==> config.mk <==
export PLATFORM = sky130hd
export DESIGN_NAME = scs_call_stack
export DESIGN_NICKNAME = d
export VERILOG_FILES = /design/src/scs_pkg.sv /design/src/scs_call_stack.sv
export SDC_FILE = /design/constraint.sdc
export NUM_CORES = 1
export LEC_CHECK = 0
export BUFFER_PORTS_ARGS = -buffer_cell sky130_fd_sc_hd__buf_2
export CORE_MARGIN = 1.5
export CORE_UTILIZATION = 50
export DETAILED_ROUTE_END_ITERATION = 8
export PLACE_DENSITY = 0.67
export SLEW_MARGIN = 10
export SYNTH_ARGS = -nofsm -noshare
export SYNTH_HDL_FRONTEND = slang
export SYNTH_SLANG_ARGS = --single-unit
==> constraint.sdc <==
create_clock -name clk_i -period 4.55 [get_ports clk_i]
set_clock_uncertainty 0.1 [all_clocks]
set_input_delay 0.2275 -clock clk_i [delete_from_list [all_inputs] [get_ports clk_i]]
set_output_delay 0.2275 -clock clk_i [all_outputs]
set_load 0.05 [all_outputs]
==> src/scs_pkg.sv <==
// package of constants and types for the subroutine call stack
package scs_pkg;
	localparam int ADDR_W      = 12;
	localparam int DATA_W      = 8;
	localparam int STACK_DEPTH = 30;
	localparam int PTR_W       = 5;
	localparam int HI_NIB_W    = 4;
	localparam logic [ADDR_W-1:0] PC_RESET  = 12'h000;
	localparam logic [PTR_W-1:0]  PTR_RESET = 5'h00;
	localparam logic [PTR_W-1:0]  PTR_FULL  = 5'h1e;

	typedef enum logic [3:0] {
		SCS_OP_NONE   = 4'h0,
		SCS_OP_STEP   = 4'h1,
		SCS_OP_CALL   = 4'h2,
		SCS_OP_CALLC  = 4'h3,
		SCS_OP_CALLI  = 4'h4,
		SCS_OP_RET    = 4'h5,
		SCS_OP_RETC   = 4'h6,
		SCS_OP_IRQ    = 4'h7,
		SCS_OP_IRET   = 4'h8
	} scs_op_t;

	typedef enum logic [1:0] {
		SCS_COND_Z  = 2'h0,
		SCS_COND_NZ = 2'h1,
		SCS_COND_C  = 2'h2,
		SCS_COND_NC = 2'h3
	} scs_cond_t;
endpackage

==> src/scs_call_stack.sv <==
// program counter and return stack sequencing of the core
`timescale 1ns/100ps
`default_nettype none

//==============================================================
// call stack
//==============================================================
// Overview of operation
// - call pushes pc, loads immediate target
// - return pops entry, adds one, loads pc
// - conditional call taken only if condition holds
// - untaken conditional call just increments pc
// - conditional call never alters zero, carry flags
// - indirect target is high nibble plus low byte
// - upper nibble ignored, registers left untouched
// - indirect call pushes its own location
// - thirty levels, interrupt entry uses one
// - entries leave in reverse order of entry
// - overflow on call or interrupt resets core
// - underflow on any exit resets core
// - untaken conditional return just increments pc
module scs_call_stack #(
	parameter int DEPTH = scs_pkg::STACK_DEPTH
) (
	input  wire logic                       clk_i,
	input  wire logic                       rst_n_i,
	input  wire scs_pkg::scs_op_t           op_i,
	input  wire scs_pkg::scs_cond_t         cond_i,
	input  wire logic                       zero_flag_i,
	input  wire logic                       carry_flag_i,
	input  wire logic [scs_pkg::ADDR_W-1:0] target_i,
	input  wire logic [scs_pkg::DATA_W-1:0] high_target_register_i,
	input  wire logic [scs_pkg::DATA_W-1:0] low_target_register_i,
	input  wire logic [scs_pkg::ADDR_W-1:0] irq_vector_i,
	output logic      [scs_pkg::ADDR_W-1:0] pc_o,
	output logic      [scs_pkg::PTR_W-1:0]  depth_o,
	output logic                            internal_reset_o
);
	import scs_pkg::*;

	// full mark follows the depth parameter, so a build up to 31 deep keeps its limit
	localparam logic [PTR_W-1:0] SP_FULL = PTR_W'(DEPTH);

	logic [ADDR_W-1:0] stack_mem [DEPTH];
	logic [ADDR_W-1:0] pc;
	logic [PTR_W-1:0]  sp;
	logic              int_rst;
	logic              cond_ok;
	logic              do_push;
	logic              do_pop;
	logic              is_exit;
	logic              fault;
	logic              overflow;
	logic              underflow;
	logic [ADDR_W-1:0] next_pc;
	logic [ADDR_W-1:0] top_entry;
	logic [ADDR_W-1:0] indirect_target;

	//==============================================================
	// condition and target decode
	//==============================================================
	// flags are only read here, never written, so no path alters them
	always_comb begin
		case (cond_i)
			SCS_COND_Z:  cond_ok = zero_flag_i;
			SCS_COND_NZ: cond_ok = !zero_flag_i;
			SCS_COND_C:  cond_ok = carry_flag_i;
			SCS_COND_NC: cond_ok = !carry_flag_i;
			default:     cond_ok = 1'b0;
		endcase
	end

	// upper nibble of the high register is dropped on purpose
	assign indirect_target = {high_target_register_i[HI_NIB_W-1:0], low_target_register_i};

	// an empty stack would index below slot zero, so it reads the reset location
	assign top_entry = (sp != PTR_RESET) ? stack_mem[sp - 5'h01] : PC_RESET;

	always_comb begin
		do_push = 1'b0;
		do_pop  = 1'b0;
		is_exit = 1'b0;
		next_pc = pc;
		case (op_i)
			SCS_OP_STEP: begin
				next_pc = pc + 12'h001;
			end
			SCS_OP_CALL: begin
				do_push = 1'b1;
				next_pc = target_i;
			end
			SCS_OP_CALLC: begin
				do_push = cond_ok;
				next_pc = cond_ok ? target_i : pc + 12'h001;
			end
			SCS_OP_CALLI: begin
				do_push = 1'b1;
				next_pc = indirect_target;
			end
			SCS_OP_IRQ: begin
				do_push = 1'b1;
				next_pc = irq_vector_i;
			end
			SCS_OP_RET, SCS_OP_IRET: begin
				do_pop  = 1'b1;
				is_exit = 1'b1;
				next_pc = top_entry + 12'h001;
			end
			SCS_OP_RETC: begin
				do_pop  = cond_ok;
				is_exit = cond_ok;
				next_pc = cond_ok ? top_entry + 12'h001 : pc + 12'h001;
			end
			default: begin
				next_pc = pc;
			end
		endcase
	end

	// a fault is caught before any state moves, so a bad push never lands
	// a push onto a full stack and an exit from an empty one share one path
	assign overflow  = do_push && (sp == SP_FULL);
	assign underflow = is_exit && (sp == PTR_RESET);
	assign fault     = overflow || underflow;

	//==============================================================
	// state
	//==============================================================
	always_ff @(posedge clk_i) begin
		if (!rst_n_i || int_rst) begin
			pc <= PC_RESET;
		end else if (!fault) begin
			pc <= next_pc;
		end else begin
			pc <= PC_RESET;
		end
	end

	always_ff @(posedge clk_i) begin
		if (!rst_n_i || int_rst || fault) begin
			sp <= PTR_RESET;
		end else if (do_push) begin
			sp <= sp + 5'h01;
		end else if (do_pop) begin
			sp <= sp - 5'h01;
		end
	end

	// memory has no reset; an empty pointer makes its contents unreachable
	always_ff @(posedge clk_i) begin
		if (rst_n_i && !int_rst && !fault && do_push) begin
			stack_mem[sp] <= pc;
		end
	end

	// one cycle pulse so the rest of the core clears alongside the stack
	// a fault seen during the pulse is dropped, the core is already clearing
	always_ff @(posedge clk_i) begin
		if (!rst_n_i) begin
			int_rst <= 1'b0;
		end else begin
			int_rst <= fault && !int_rst;
		end
	end

	assign pc_o             = pc;
	assign depth_o          = sp;
	assign internal_reset_o = int_rst;

	//==============================================================
	// checks
	//==============================================================
	chk_call_loads_target: assert property (@(posedge clk_i) disable iff (!rst_n_i)
		(op_i == SCS_OP_CALL && !int_rst && !fault) |=> (pc == $past(target_i) && sp == $past(sp) + 5'h01))
		else $error("call did not load target and push");

	chk_ret_increments: assert property (@(posedge clk_i) disable iff (!rst_n_i)
		(op_i == SCS_OP_RET && !int_rst && !fault) |=> (pc == $past(top_entry) + 12'h001))
		else $error("return did not load popped entry plus one");

	chk_callc_untaken: assert property (@(posedge clk_i) disable iff (!rst_n_i)
		(op_i == SCS_OP_CALLC && !cond_ok && !int_rst) |=> (pc == $past(pc) + 12'h001 && sp == $past(sp)))
		else $error("untaken conditional call changed stack");

	chk_callc_taken: assert property (@(posedge clk_i) disable iff (!rst_n_i)
		(op_i == SCS_OP_CALLC && cond_ok && !int_rst && !fault) |=> (pc == $past(target_i)))
		else $error("taken conditional call missed target");

	chk_indirect_target: assert property (@(posedge clk_i) disable iff (!rst_n_i)
		(op_i == SCS_OP_CALLI && !int_rst && !fault) |=>
		(pc == {$past(high_target_register_i[3:0]), $past(low_target_register_i)}))
		else $error("indirect call target wrong");

	chk_indirect_push: assert property (@(posedge clk_i) disable iff (!rst_n_i)
		(op_i == SCS_OP_CALLI && !int_rst && !fault) ##1 (op_i == SCS_OP_RET && !int_rst)
		|=> (pc == $past(pc, 2) + 12'h001))
		else $error("indirect call return location wrong");

	chk_retc_untaken: assert property (@(posedge clk_i) disable iff (!rst_n_i)
		(op_i == SCS_OP_RETC && !cond_ok && !int_rst) |=> (pc == $past(pc) + 12'h001 && sp == $past(sp)))
		else $error("untaken conditional return popped");

	chk_overflow_reset: assert property (@(posedge clk_i) disable iff (!rst_n_i)
		(do_push && sp == SP_FULL && !int_rst) |=> (int_rst && pc == PC_RESET && sp == PTR_RESET))
		else $error("overflow did not reset core");

	chk_underflow_reset: assert property (@(posedge clk_i) disable iff (!rst_n_i)
		(is_exit && sp == PTR_RESET && !int_rst) |=> (int_rst && pc == PC_RESET) ##1 !int_rst)
		else $error("underflow did not reset core");

	chk_depth_limit: assert property (@(posedge clk_i) disable iff (!rst_n_i)
		sp <= SP_FULL)
		else $error("stack depth above thirty");

	chk_irq_level: assert property (@(posedge clk_i) disable iff (!rst_n_i)
		(op_i == SCS_OP_IRQ && !int_rst && !fault) |=> (sp == $past(sp) + 5'h01 && pc == $past(irq_vector_i)))
		else $error("interrupt entry did not take a level");

	chk_reset_state: assert property (@(posedge clk_i)
		(!rst_n_i || int_rst) |=> (pc == PC_RESET && sp == PTR_RESET))
		else $error("reset state wrong");

	//==============================================================
	// condition checks, decoded straight from the flag pins
	//==============================================================
	// these bypass the shared condition decode, so a slip there shows up
	// one check per taken variant keeps a failure pointing at its own condition
	chk_callc_zero_set: assert property (@(posedge clk_i) disable iff (!rst_n_i)
		(op_i == SCS_OP_CALLC && cond_i == SCS_COND_Z && zero_flag_i && !int_rst && !fault)
		|=> (pc == $past(target_i) && sp == $past(sp) + 5'h01))
		else $error("call on zero set missed target");

	chk_callc_when_nonequal: assert property (@(posedge clk_i) disable iff (!rst_n_i)
		(op_i == SCS_OP_CALLC && cond_i == SCS_COND_NZ && !zero_flag_i && !int_rst && !fault)
		|=> (pc == $past(target_i) && sp == $past(sp) + 5'h01))
		else $error("call on zero clear missed target");

	chk_callc_carry_set: assert property (@(posedge clk_i) disable iff (!rst_n_i)
		(op_i == SCS_OP_CALLC && cond_i == SCS_COND_C && carry_flag_i && !int_rst && !fault)
		|=> (pc == $past(target_i) && sp == $past(sp) + 5'h01))
		else $error("call on carry set missed target");

	chk_callc_carry_clear: assert property (@(posedge clk_i) disable iff (!rst_n_i)
		(op_i == SCS_OP_CALLC && cond_i == SCS_COND_NC && !carry_flag_i && !int_rst && !fault)
		|=> (pc == $past(target_i) && sp == $past(sp) + 5'h01))
		else $error("call on carry clear missed target");

	chk_callc_skip_flags: assert property (@(posedge clk_i) disable iff (!rst_n_i)
		(op_i == SCS_OP_CALLC && !int_rst &&
		 ((cond_i == SCS_COND_Z && !zero_flag_i) || (cond_i == SCS_COND_NZ && zero_flag_i) ||
		  (cond_i == SCS_COND_C && !carry_flag_i) || (cond_i == SCS_COND_NC && carry_flag_i)))
		|=> (pc == $past(pc) + 12'h001 && sp == $past(sp)))
		else $error("untaken conditional call did not just step");

	//==============================================================
	// stack movement and fault checks
	//==============================================================
	// a push must land in the slot the pointer named before it moved
	chk_push_stores: assert property (@(posedge clk_i) disable iff (!rst_n_i)
		(do_push && !fault && !int_rst) |=> (stack_mem[$past(sp)] == $past(pc)))
		else $error("push stored a wrong location");

	chk_ret_pops: assert property (@(posedge clk_i) disable iff (!rst_n_i)
		(is_exit && !fault && !int_rst) |=> (sp == $past(sp) - 5'h01))
		else $error("exit did not remove one level");

	// an interrupt exit pops exactly like a return
	chk_iret_increments: assert property (@(posedge clk_i) disable iff (!rst_n_i)
		(op_i == SCS_OP_IRET && !int_rst && !fault)
		|=> (pc == $past(top_entry) + 12'h001))
		else $error("interrupt exit did not resume after entry");

	chk_retc_taken: assert property (@(posedge clk_i) disable iff (!rst_n_i)
		(op_i == SCS_OP_RETC && cond_ok && !int_rst && !fault) |=> (pc == $past(top_entry) + 12'h001))
		else $error("taken conditional return missed entry");

	chk_retc_underflow: assert property (@(posedge clk_i) disable iff (!rst_n_i)
		(op_i == SCS_OP_RETC && cond_ok && sp == PTR_RESET && !int_rst) |=> (int_rst && pc == PC_RESET))
		else $error("conditional return underflow not caught");

	// the pulse lasts one cycle and only a fault can raise it
	chk_pulse_single: assert property (@(posedge clk_i) disable iff (!rst_n_i)
		int_rst |=> !int_rst)
		else $error("internal reset pulse too long");

	chk_pulse_cause: assert property (@(posedge clk_i) disable iff (!rst_n_i)
		$rose(int_rst) |-> $past(fault))
		else $error("internal reset without a fault");

	chk_untaken_no_fault: assert property (@(posedge clk_i) disable iff (!rst_n_i)
		((op_i == SCS_OP_CALLC || op_i == SCS_OP_RETC) && !cond_ok) |-> !fault)
		else $error("untaken conditional op raised a fault");

	//==============================================================
	// covers
	//==============================================================
	cov_nested_call: cover property (@(posedge clk_i) disable iff (!rst_n_i)
		(op_i == SCS_OP_CALL && !fault) ##1 (op_i == SCS_OP_CALL && !fault) ##1 (op_i == SCS_OP_RET));
	cov_overflow: cover property (@(posedge clk_i) disable iff (!rst_n_i) (do_push && sp == SP_FULL));
	cov_underflow: cover property (@(posedge clk_i) disable iff (!rst_n_i) (is_exit && sp == PTR_RESET));
	cov_indirect: cover property (@(posedge clk_i) disable iff (!rst_n_i) (op_i == SCS_OP_CALLI) ##1 (op_i == SCS_OP_RET));
	cov_pulse_op: cover property (@(posedge clk_i) disable iff (!rst_n_i) (int_rst && op_i != SCS_OP_NONE));
endmodule

`default_nettype wire

Yosys cells after proc, flatten, opt, wreduce, memory -nomap -nowiden
Memories as Yosys holds them, arrays and structs flattened.
Cells that the tools add are included.
Operators by class
  eq/ne operators: 12
  reduce and logical (&&, ||, !) cells: 22
  multiplexer cells: 11
  add/sub/neg operators: 4
Operators with widths (number)
  one-hot mux 12 bit (7 select lines): 1
  two-way mux 12 bit: 3
  adder 12 x 1 -> 12 bit (second input constant): 2
  equality test 4 x 3 -> 1 bit (second input constant): 4
  two-way mux 5 bit: 2
  equality test 4 x 2 -> 1 bit (second input constant): 2
  nonzero test 7 bit: 1
  logical AND 1 bit: 6
  adder 5 x 1 -> 5 bit (second input constant): 1
  equality test 5 bit (second input constant): 1
  zero test 1 bit: 5
  zero test 5 bit: 1
  nonzero test 5 bit: 1
  subtractor 5 x 1 -> 5 bit (second input constant): 1
  equality test 2 bit (second input constant): 2
  equality test 4 x 1 -> 1 bit (second input constant): 1
  equality test 4 bit (second input constant): 1
  one-hot mux 1 bit (2 select lines): 2
  one-hot mux 1 bit (4 select lines): 1
  OR reduction 2 bit: 2
  logical OR 1 bit: 3
  OR reduction 3 bit: 1
  equality test 2 x 1 -> 1 bit (second input constant): 1
  zero test 2 bit: 1
  other kinds (2): 3
Storage, ports and cells
  word-level logic and storage cells: 53
  memories kept: 1
  bits in writable memories: 360
  output and inout port bits: 18
  flip-flop bits (word level): 18
  input bits: 50
Memory list
  stack_mem: words 30, bits a word 12, rd ports 1, clocked after Yosys merged registers in 0, write ports 1, RTL line scs_call_stack.sv:44  | logic [ADDR_W-1:0] stack_mem [DEPTH];

Depth between registers and ports, before layout
Gate-level depths: netlist (run 1).
  depth after elaboration: 10
  gate-level depth with buffers: 19
  mapped depth without buffers: 13

Worst setup path before layout (run 1)
No wires, ideal clock.
  path type: register to register
  start: reg sp[0], in the netlist depth_o[0]
  end: reg pc[8], in the netlist pc_o[8]
  library setup time: 0.135 ns
  slack: 0.073 ns
  cell stages (with the launch flop): 19
  period minus slack after synthesis: 4.477 ns
  data arrival time: 4.241 ns
  path buffers: 5
  data required time: 4.315 ns
  path through: dfxtp_1 > buf_6 > buf_6 > buf_6 > buf_4 > inv_1 > ha_1 > buf_1 > mux4_2 > mux2i_1 > nor3_1 > o41ai_1 > inv_1 > ha_1 > o41ai_1 > nor2_1 > a31o_1 > nand3_1 > a31oi_1
Between the ends
  word-level cells in the longest chain between the ends: 6
  elaborated cells on any way between the ends: 13
  classes of those cells: add/sub (2); eq/ne (1); mux (3); reduce/logical (6); memory (1)
Ends and longest elaborated chain
  from (decl): RTL line scs_call_stack.sv:46  | logic [PTR_W-1:0] sp;
  from (signal assigned): RTL line scs_call_stack.sv:143  | sp <= sp + 5'h01;
  from (signal assigned): RTL line scs_call_stack.sv:145  | sp <= sp - 5'h01;
  subtractor 5 x 1 -> 5 bit: RTL line scs_call_stack.sv:77  | assign top_entry = (sp != PTR_RESET) ? stack_mem[sp - 5'h01] : PC_RESET;
  memory read (30 x 12 bit)
  two-way mux 12 bit: RTL line scs_call_stack.sv:77
  adder 12 x 1 -> 12 bit: RTL line scs_call_stack.sv:107, scs_call_stack.sv:112
  two-way mux 12 bit: RTL line scs_call_stack.sv:112  | next_pc = cond_ok ? top_entry + 12'h001 : pc + 12'h001;
  one-hot mux 12 bit (7 select lines): RTL line scs_call_stack.sv:84  | case (op_i)
  to (signal assigned): RTL line scs_call_stack.sv:133  | pc <= next_pc;
  to (decl): RTL line scs_call_stack.sv:45  | logic [ADDR_W-1:0] pc;
Several ways; a longest one is shown, not always the timed one.
A chain may end at the register's enable or synchronous reset.

Worst setup path in the final report (run 1)
  start: reg sp[0], in the netlist depth_o[0]
  end: reg pc[10], in the netlist pc_o[10]
Same word-level chain as after synthesis.

==> out/metrics.csv, run 1 <==
metric;value;unit
fin_crit;4220;ps
grt_use_total;0.2462;
ctsResizeCount;0;
whs_endpoint;pc_o[1]$_SDFFE_PP0P_;
wl_met2;19.12;mm
drive_above_1_share;0.2500;
min_path_cells;4;
syn_to_final_growth;14.68;%
final.setup.tns;0;ps
grt_max_degree;83;
cp-end-kind;flip-flop;
post-route-period-util;0.9275;
cts_tree;done;
routed_wirelength;41.40;mm
p_leak;6.336;nW
dp_slack;408.1;ps
finalHoldViolCount;0;
vias_per_cell;6.213;
htree_levels;2;
rsz0062_at_grt;no;
grt_antenna_before_repair;0;
yosys.area.top_type;edfxtp_1;
antennaDiodeCount;0;
die_w;184.9;microns
gr-total-overflow;0;
drt-met1-wl;17.67;mm
setup_ws;329.7;ps
hpwl;26.16;mm
die_area;34200;sq um
grt_pass1_wl;60.82;mm
num_vias;10152;
port_buffers;63;
maxCapViolations;0;
dr.pass1.iters;5;
cts_buffers;38;
reg2reg_to;pc_o[10]$_SDFFE_PP0P_;
async_reset_ff_frac;0;
drc;0;
r2r_start;depth_o[0]$_SDFFE_PP0P_;
top_layer_used;met4;
critical_path.max_stage_delay;550;ps
synth-main-ff-cell;edfxtp_1;
clock-sinks;378;
vdd_drop_max;0.0003479;V
drv_slew;0;
p_total;9.054;mW
fin_area;18980;sq um
rrSetupSlack;330;ps
post-route-util;0.5834;
r2r_cells;11;
worstSetupStartpointType;flip-flop;
detail-route-antenna-nets;0;
wl_per_cell;25.34;microns
clk_latency;530;ps
placed_cell_area;17720;sq um
cp.arrival;4520;ps
hold_buffers;6;
hold_class;in2reg;
root_buffer;clkbuf_16;
die_h;184.9;microns
core;32540;sq um
synthTopCellsByArea;edfxtp_1 65%, mux4_2 12%, dfxtp_1 2.2%, a21oi_1 1.8%, nor2_1 1.7%;
io_pins;68;
synth_cell_types;69;
synth_fp_nets;1097;
worst-path-max-fanout;12;
status;completed;
fin_nets;1221;
synth_top_area_share;0.6532;
postSynthAreaPerCell;15.91;sq um
first_iter_violations;1056;
synth_edf_count;360;
cp.required;4850;ps
worstPathCellList;inv_1, ha_1, xor2_4, buf_4, mux2_2, mux4_2, a22oi_1, a211oi_1, a31o_1, nand3_1, a21oi_1;
cp_top_family;compound AO/OA/AOI/OAI gates;
clkTransAtPathRegs;60;ps
path_class;reg2reg;
cpMaxStageDelayCell;xor2_4;
hold_start;irq_vector_i[1];
grt_pass1_vias;9636;
p_per_area;477.0;nW/um^2
globalplace.congestion;1.007;
yosysWarnings;0;
netlist_area;16550;sq um
tightestPinTransition;1194;ps
syn-instance-count;1040;
slew_headroom;0.2027;
crit_buf_inv;2;
finalSetupViolCount;0;
yosysSeqAreaShare;0.6749;
post_cts_buffers;0;
initial_core_util;0.5087;
wl_met3;3.128;mm
synth_seq_cells;378;
clock.fmax;236.9;MHz
placementRows;66;
clock_tree.buffer_depth;3;
## per-layer routing
metal	track usage	vias to the layer above
met2	0.3753	455
met1	0.3559	5182
li1	-	4423
met4	0.08911	0
met5	0	-
met3	0.04660	92
## final cells by class
cell class              instances  area [sq um]
inverters                      17         63.81
flip-flops and latches        378         11170
clock buffers                  51          1042
fillers                      2562         13560
repair buffers                146         978.4
well taps                     442         553.0
multi-input cells             583          5007
clock inverters                17         161.4
## placed cells by master (no fill, tap or decap), types with 7 or more instances in the layout
master,count
edfxtp_1,360
nor2_1,73
mux2_2,8
dfxtp_1,17
inv_1,17
nand3b_1,9
nor2b_1,10
nand2_1,57
clkbuf_1,11
a21o_1,7
nand4_1,7
a31oi_1,9
mux2i_1,27
nor3_1,21
xor2_1,9
clkinv_2,8
xnor2_1,9
and3_1,11
mux4_2,85
o21ai_0,39
a221oi_1,14
buf_2,63
buf_4,75
a21oi_1,61
o21ai_1,7
nand3_1,23
clkbuf_16,40
## worst max path at each step
stage | start | to | cells past startpoint
floorplan | depth_o[0]$_SDFFE_PP0P_ | pc_o[8]$_SDFFE_PP0P_ | 18
global placement | depth_o[0]$_SDFFE_PP0P_ | pc_o[8]$_SDFFE_PP0P_ | 11
detailed placement | depth_o[0]$_SDFFE_PP0P_ | pc_o[10]$_SDFFE_PP0P_ | 11
CTS | depth_o[0]$_SDFFE_PP0P_ | pc_o[10]$_SDFFE_PP0P_ | 11
global route | depth_o[0]$_SDFFE_PP0P_ | pc_o[11]$_SDFFE_PP0P_ | 11
finish | depth_o[0]$_SDFFE_PP0P_ | pc_o[10]$_SDFFE_PP0P_ | 11
## flip-flops by register name (all words and copies together) (netlist names)
register	flops
stack_mem	360
pc_o	12
depth_o	5
internal_reset_o	1
## per-stage QoR
step | instances | hold slack [ps]
6_report | 1634 | 9.659
3_3_place_gp | 1560 | 422.3
4_1_cts | 1634 | 9.721
3_5_place_dp | 1560 | 429.7
5_1_grt | 1634 | 43.29
2_1_floorplan | 1040 | 278.4
## cell usage after synthesis (8+ instances only)
cell / instances
nand3b_1: 9
inv_1: 17
o21ai_0: 39
dfxtp_1: 18
mux2i_1: 27
clkbuf_1: 30
xnor2_1: 10
nand3_1: 23
buf_2: 15
nand2_1: 57
mux4_2: 85
mux2_2: 8
edfxtp_1: 360
a31oi_1: 9
nor2_1: 73
xor2_1: 9
nor3_1: 21
nor2b_1: 10
a21oi_1: 61
and3_1: 11
buf_6: 9
a221oi_1: 14
## power by group
part	internal [mW]	total [mW]	switching [mW]
Clock	1.78	3.05	1.27
Combinational	0.769	2.06	1.29
Sequential	3.90	3.94	0.0422
## worst reg2reg max path, stage by stage, from the launching register on
cell and delay, ps:
dfxtp_4 350, inv_1 350, ha_1 340, xor2_4 550
buf_4 320, mux2_2 350, mux4_2 500, a22oi_1 540
a211oi_1 250, a31o_1 260, nand3_1 120, a21oi_1 80
## logic make-up (layout without fill, tap and decap cells)
| logic type | after synthesis | after routing | synth area share |
|---|---|---|---|
| AND/OR/NAND/NOR | 236 | 236 | 0.06834 |
| multiplexers | 121 | 121 | 0.1381 |
| buffers and inverters | 79 | 231 | 0.02381 |
| adder cells (fa/ha/maj) | 7 | 7 | 0.005292 |
| XOR/XNOR | 20 | 20 | 0.01172 |
| AO/OA/AOI/OAI | 199 | 199 | 0.07779 |
| flip-flops | 378 | 378 | 0.6749 |
Power figures use the tool's default switching activity.
==> run 2, diff against run 1 <==
==> constraint.sdc (replaced) <==
create_clock -name clk_i -period 4.55 [get_ports clk_i]
set_clock_uncertainty 0.1 [all_clocks]
set_input_delay 0.455 -clock clk_i [delete_from_list [all_inputs] [get_ports clk_i]]
set_output_delay 0.455 -clock clk_i [all_outputs]
set_load 0.05 [all_outputs]
==> run 2 against run 1 <==
Net effect: global-route usage is 0.47 points lower; non-clock buffer count is 4 lower; critical endpoint is now pc_o[9]$_SDFFE_PP0P_; hold slack better by 91 ps; clock-buffer cell count is 5 higher; routed wire length is 2.4% lower; first-iteration DRC count is 19% higher; die area stayed put; via count is 1.5% lower; setup slack better by 51 ps.
==> out/metrics.csv, run 2 (synthesis results as in run 1) <==
metric;value;unit;change
globalplace.congestion;0.9690;;-3.8%
cts_tree;done;;
detail-route-antenna-nets;0;;unchanged
cp.required;4870;ps;+20 ps
vdd_drop_max;0.0004798;V;+38%
p_leak;6.282;nW;-0.85%
antennaDiodeCount;0;;unchanged
cts_buffers;39;;+2.6%
port_buffers;63;;unchanged
grt_antenna_before_repair;1;;+1
fin_crit;4169;ps;-51.37 ps
tightestPinTransition;984.1;ps;-210.1 ps
clock.fmax;239.9;MHz;+1.2%
die_area;34200;sq um;unchanged
drive_above_1_share;0.2483;;-0.001684
dr.pass1.iters;6;;+1
post-route-period-util;0.9163;;-0.01129
clock-sinks;378;;unchanged
layout_common_cells;360 x edfxtp_1, 85 x mux4_2, 78 x buf_4;;
core;32540;sq um;unchanged
wl_per_cell;24.78;microns;-2.2%
drv_slew;0;;unchanged
slew_headroom;0.3392;;+0.1365
root_buffer;clkbuf_16;;
syn_to_final_growth;14.08;%;
rsz0062_at_grt;no;;
worstSetupStartpointType;flip-flop;;
gr-total-overflow;0;;unchanged
worstPathCellList;inv_1, ha_1, xor2_4, buf_4, mux4_2, mux2_1, a22oi_1, a21oi_1, nand4_1, mux2i_1, o21ai_1;;
final.setup.tns;0;ps;unchanged
clkTransAtPathRegs;60;ps;about the same
worst-path-max-fanout;13;;+1
first_iter_violations;1253;;+19%
path_class;reg2reg;;
crit_buf_inv;2;;unchanged
critical_path.max_stage_delay;530;ps;-20 ps
status;completed;;
grt_use_total;0.2415;;-0.004673
die_w;184.9;microns;unchanged
cp.arrival;4480;ps;-40 ps
hpwl;26.21;mm;+0.18%
cp_top_family;multiplexers;;
finalSetupViolCount;0;;unchanged
p_per_area;471.2;nW/um^2;-1.2%
drc;0;;unchanged
maxCapViolations;0;;unchanged
io_pins;68;;unchanged
placementRows;66;;unchanged
finalHoldViolCount;0;;unchanged
regMostFlops;stack_mem;;
p_total;8.897;mW;-1.7%
fillers;2541;;-0.82%
fin_nets;1218;;-0.25%
die_h;184.9;microns;unchanged
cp-end-kind;flip-flop;;
largest_register_ffs;360;;unchanged
mostFrequentLayoutCell;edfxtp_1;;
initial_core_util;0.5087;;unchanged
ctsResizeCount;0;;unchanged
grt_max_degree;38;;-54%
grt_pass1_wl;59.67;mm;-1.9%
htree_levels;2;;unchanged
routed_wirelength;40.39;mm;-2.4%
hold_class;in2reg;;
cpMaxStageDelayCell;a22oi_1;;
clock_tree.buffer_depth;3;;unchanged
hold_buffers;0;;-6
num_vias;10004;;-1.5%
vias_per_cell;6.137;;-1.2%
post_cts_buffers;0;;unchanged
clk_latency;530;ps;about the same
grt_pass1_vias;9479;;-1.6%
-- run 2: layout make-up --
class / instances / area, sq um / area share
clock buffers: 56 / 1061 / 0.05620
clock inverters: 12 / 100.1 / 0.005302
inverters: 17 / 63.81 / 0.003380
multi-input cells: 583 / 5007 / 0.2652
flip-flops and latches: 378 / 11170 / 0.5919
well taps: 442 / 553.0 / 0.02929
repair buffers: 142 / 920.9 / 0.04877
-- run 2: stage by stage --
step	utilization	setup WS [ps]	std cells	hold slack, ps	instance area, sq um
2_1_floorplan	-	73.26	1040	505.9	16550
3_3_place_gp	0.5446	491.4	1562	450.5	17720
3_5_place_dp	0.5446	454.3	1562	449.2	17720
4_1_cts	0.5803	423.1	1630	96.65	18880
5_1_grt	0.5803	219.3	1630	111.5	18880
6_report	0.5803	381.0	1630	100.6	18880
-- run 2: worst min-delay path, stage by stage --
cell,delay [ps]
buf_2,90
nand2b_1,70
nor2_1,80
-- run 2: worst paths after layout --
check / startpoint / to / slack [ps] / cells after the start
min: rst_n_i / internal_reset_o$_SDFF_PN0_ / 100 / 3
min reg2reg: internal_reset_o$_SDFF_PN0_ / internal_reset_o$_SDFF_PN0_ / 450 / 2
max reg2reg: depth_o[0]$_SDFFE_PP0P_ / pc_o[9]$_SDFFE_PP0P_ / 380 / 11
max: depth_o[0]$_SDFFE_PP0P_ / pc_o[9]$_SDFFE_PP0P_ / 380 / 11
-- run 2: metal layers --
metal  global-route usage  routed length (microns)  up-vias
met5                    0                        0        -
met1               0.3478                    17380     5088
li1                     -                        -     4419
met4              0.07350                     1018        0
met2               0.3749                    19050      415
met3              0.04699                     2945       82
-- run 2: power by group --
part,internal [mW],switching [mW]
Sequential,3.90,0.0566
Clock,1.68,1.25
Combinational,0.764,1.25
==> run 3, diff against run 2 <==
CORE_MARGIN = 2   (was 1.5)
==> run 3 against run 2 <==
Net effect: setup slack worse by 38 ps; clock-buffer cell count decreased by 2; sequential share of layout area decreased by 0.30 points; first-iteration DRC count is 7.5% lower; clock power up 3%; sequential power hardly changed; maximum frequency fell by 0.90%; critical path depth is the same; critical path type unchanged; largest cell class unchanged.
==> out/metrics.csv, run 3 (synthesis results as in run 1) <==
metric;value;unit;change
setup_ws;343.2;ps;-37.79 ps
dp_slack;516.6;ps;+62.34 ps
dr.pass1.iters;5;;-1
vias_per_cell;6.140;;about the same
port_buffers;63;;unchanged
tightestPinTransition;1096;ps;+111.8 ps
clock.fmax;237.7;MHz;-0.90%
gr-total-overflow;0;;unchanged
p_per_area;474.6;nW/um^2;+0.70%
p_total;9.005;mW;+1.2%
fin_crit;4207;ps;+37.79 ps
rsz0062_at_grt;no;;
wl_met3;2.736;mm;-7.1%
path_class;reg2reg;;
fin_nets;1220;;+0.16%
clock-sinks;378;;unchanged
hold_buffers;0;;unchanged
finalSetupViolCount;0;;unchanged
multi_input_area;5007;sq um;unchanged
num_vias;10032;;+0.28%
placementRows;66;;unchanged
hpwl;25.88;mm;-1.3%
clock_tree.buffer_depth;3;;unchanged
syn_to_final_growth;14.65;%;
htree_levels;2;;unchanged
finalHoldViolCount;0;;unchanged
ff_latch_area;11170;sq um;unchanged
antennaDiodeCount;0;;unchanged
cp.arrival;4510;ps;+30 ps
p_leak;6.331;nW;+0.79%
globalplace.congestion;0.9555;;-1.4%
io_pins;68;;unchanged
grt_pass1_wl;59.64;mm;about the same
fin_cells;1634;;+0.25%
worst-path-max-fanout;13;;unchanged
grt_antenna_before_repair;1;;unchanged
worstSetupStartpointType;flip-flop;;
layout_common_cells;360 x edfxtp_1, 85 x mux4_2, 76 x buf_4;;
cp-end-kind;flip-flop;;
grt_max_degree;38;;unchanged
drive_above_1_share;0.2492;;+0.0008446
fillers;2547;;+0.24%
drv_slew;0;;unchanged
die_h;185.9;microns;+0.54%
status;completed;;
maxCapViolations;0;;unchanged
grt_pass1_vias;9567;;+0.93%
routed_wirelength;40.26;mm;-0.32%
die_area;34570;sq um;+1.1%
clk_latency;530;ps;about the same
slew_headroom;0.2684;;-0.07083
cp.required;4850;ps;-20 ps
post_cts_buffers;0;;unchanged
regMostFlops;stack_mem;;
post-route-util;0.5832;;+0.002923
post-route-period-util;0.9246;;+0.008306
final.setup.tns;0;ps;unchanged
first_iter_violations;1159;;-7.5%
drc;0;;unchanged
wl_met2;18.92;mm;-0.72%
detail-route-antenna-nets;0;;unchanged
vdd_drop_max;0.0003483;V;-27%
die_w;185.9;microns;+0.54%
top_layer_used;met4;;
root_buffer;clkbuf_16;;
hold_class;in2reg;;
grt_use_total;0.2374;;-0.004073
ctsResizeCount;0;;unchanged
dp_cells;1563;;+0.064%
largest_register_ffs;360;;unchanged
cts_tree;done;;
drt-met1-wl;17.52;mm;+0.85%
core;32540;sq um;unchanged
wl_per_cell;24.64;microns;-0.57%
initial_core_util;0.5087;;unchanged
cts_buffers;40;;+2.6%
clkTransAtPathRegs;60;ps;about the same
mostFrequentLayoutCell;edfxtp_1;;
## run 3: changes by cell type in the layout (fill, tap and decap cells not counted)
cell        change
clkinvlp_4      -1
buf_4           -2
clkbuf_1        -4
buf_12          +3
clkbuf_16       +2
clkinv_1        +6
## run 3: area by class of cell
type | instances | area share
flip-flops and latches | 378 | 0.5889
repair buffers | 143 | 0.05090
clock inverters | 17 | 0.006066
inverters | 17 | 0.003363
multi-input cells | 583 | 0.2639
well taps | 442 | 0.02914
clock buffers | 54 | 0.05776
## run 3: metal layers
layer  vias to the layer above  global-route usage
li1                       4418                   -
met1                      5097              0.3523
met2                       429              0.3694
met3                        88             0.02974
met4                         0             0.07465
met5                         -                   0
## run 3: stage by stage
| stage | hold slack, ps | instance area (sq um) |
|---|---|---|
| floorplan | 505.9 | 16550 |
| global placement | 447.2 | 17760 |
| detailed placement | 464.9 | 17760 |
| CTS | 128.0 | 18980 |
| global route | 152.3 | 18980 |
| finish | 124.5 | 18980 |
## run 3: worst max-delay path: stages (launching register included)
cell	delay (ps)
dfxtp_4	380
inv_1	210
ha_1	320
buf_4	240
nor3b_1	240
xor2_1	500
buf_4	270
o311ai_0	330
a222oi_1	850
nand4_1	220
mux2i_1	310
o21ai_1	100
## run 3: path summary, 6_finish.rpt
kind                                                  start                     endpoint  slack [ps]  depth (start not counted)
worst max-delay path                depth_o[0]$_SDFFE_PP0P_         pc_o[9]$_SDFFE_PP0P_         340                         11
worst min-delay path                                rst_n_i  internal_reset_o$_SDFF_PN0_         120                          3
worst max register to register      depth_o[0]$_SDFFE_PP0P_         pc_o[9]$_SDFFE_PP0P_         340                         11
worst min register to register  internal_reset_o$_SDFF_PN0_  internal_reset_o$_SDFF_PN0_         470                          2
## run 3: power breakdown
| part | internal (mW) | switching [mW] |
|---|---|---|
| Clock | 1.75 | 1.26 |
| Combinational | 0.787 | 1.24 |
| Sequential | 3.90 | 0.0671 |
| Total | 6.43 | 2.57 |
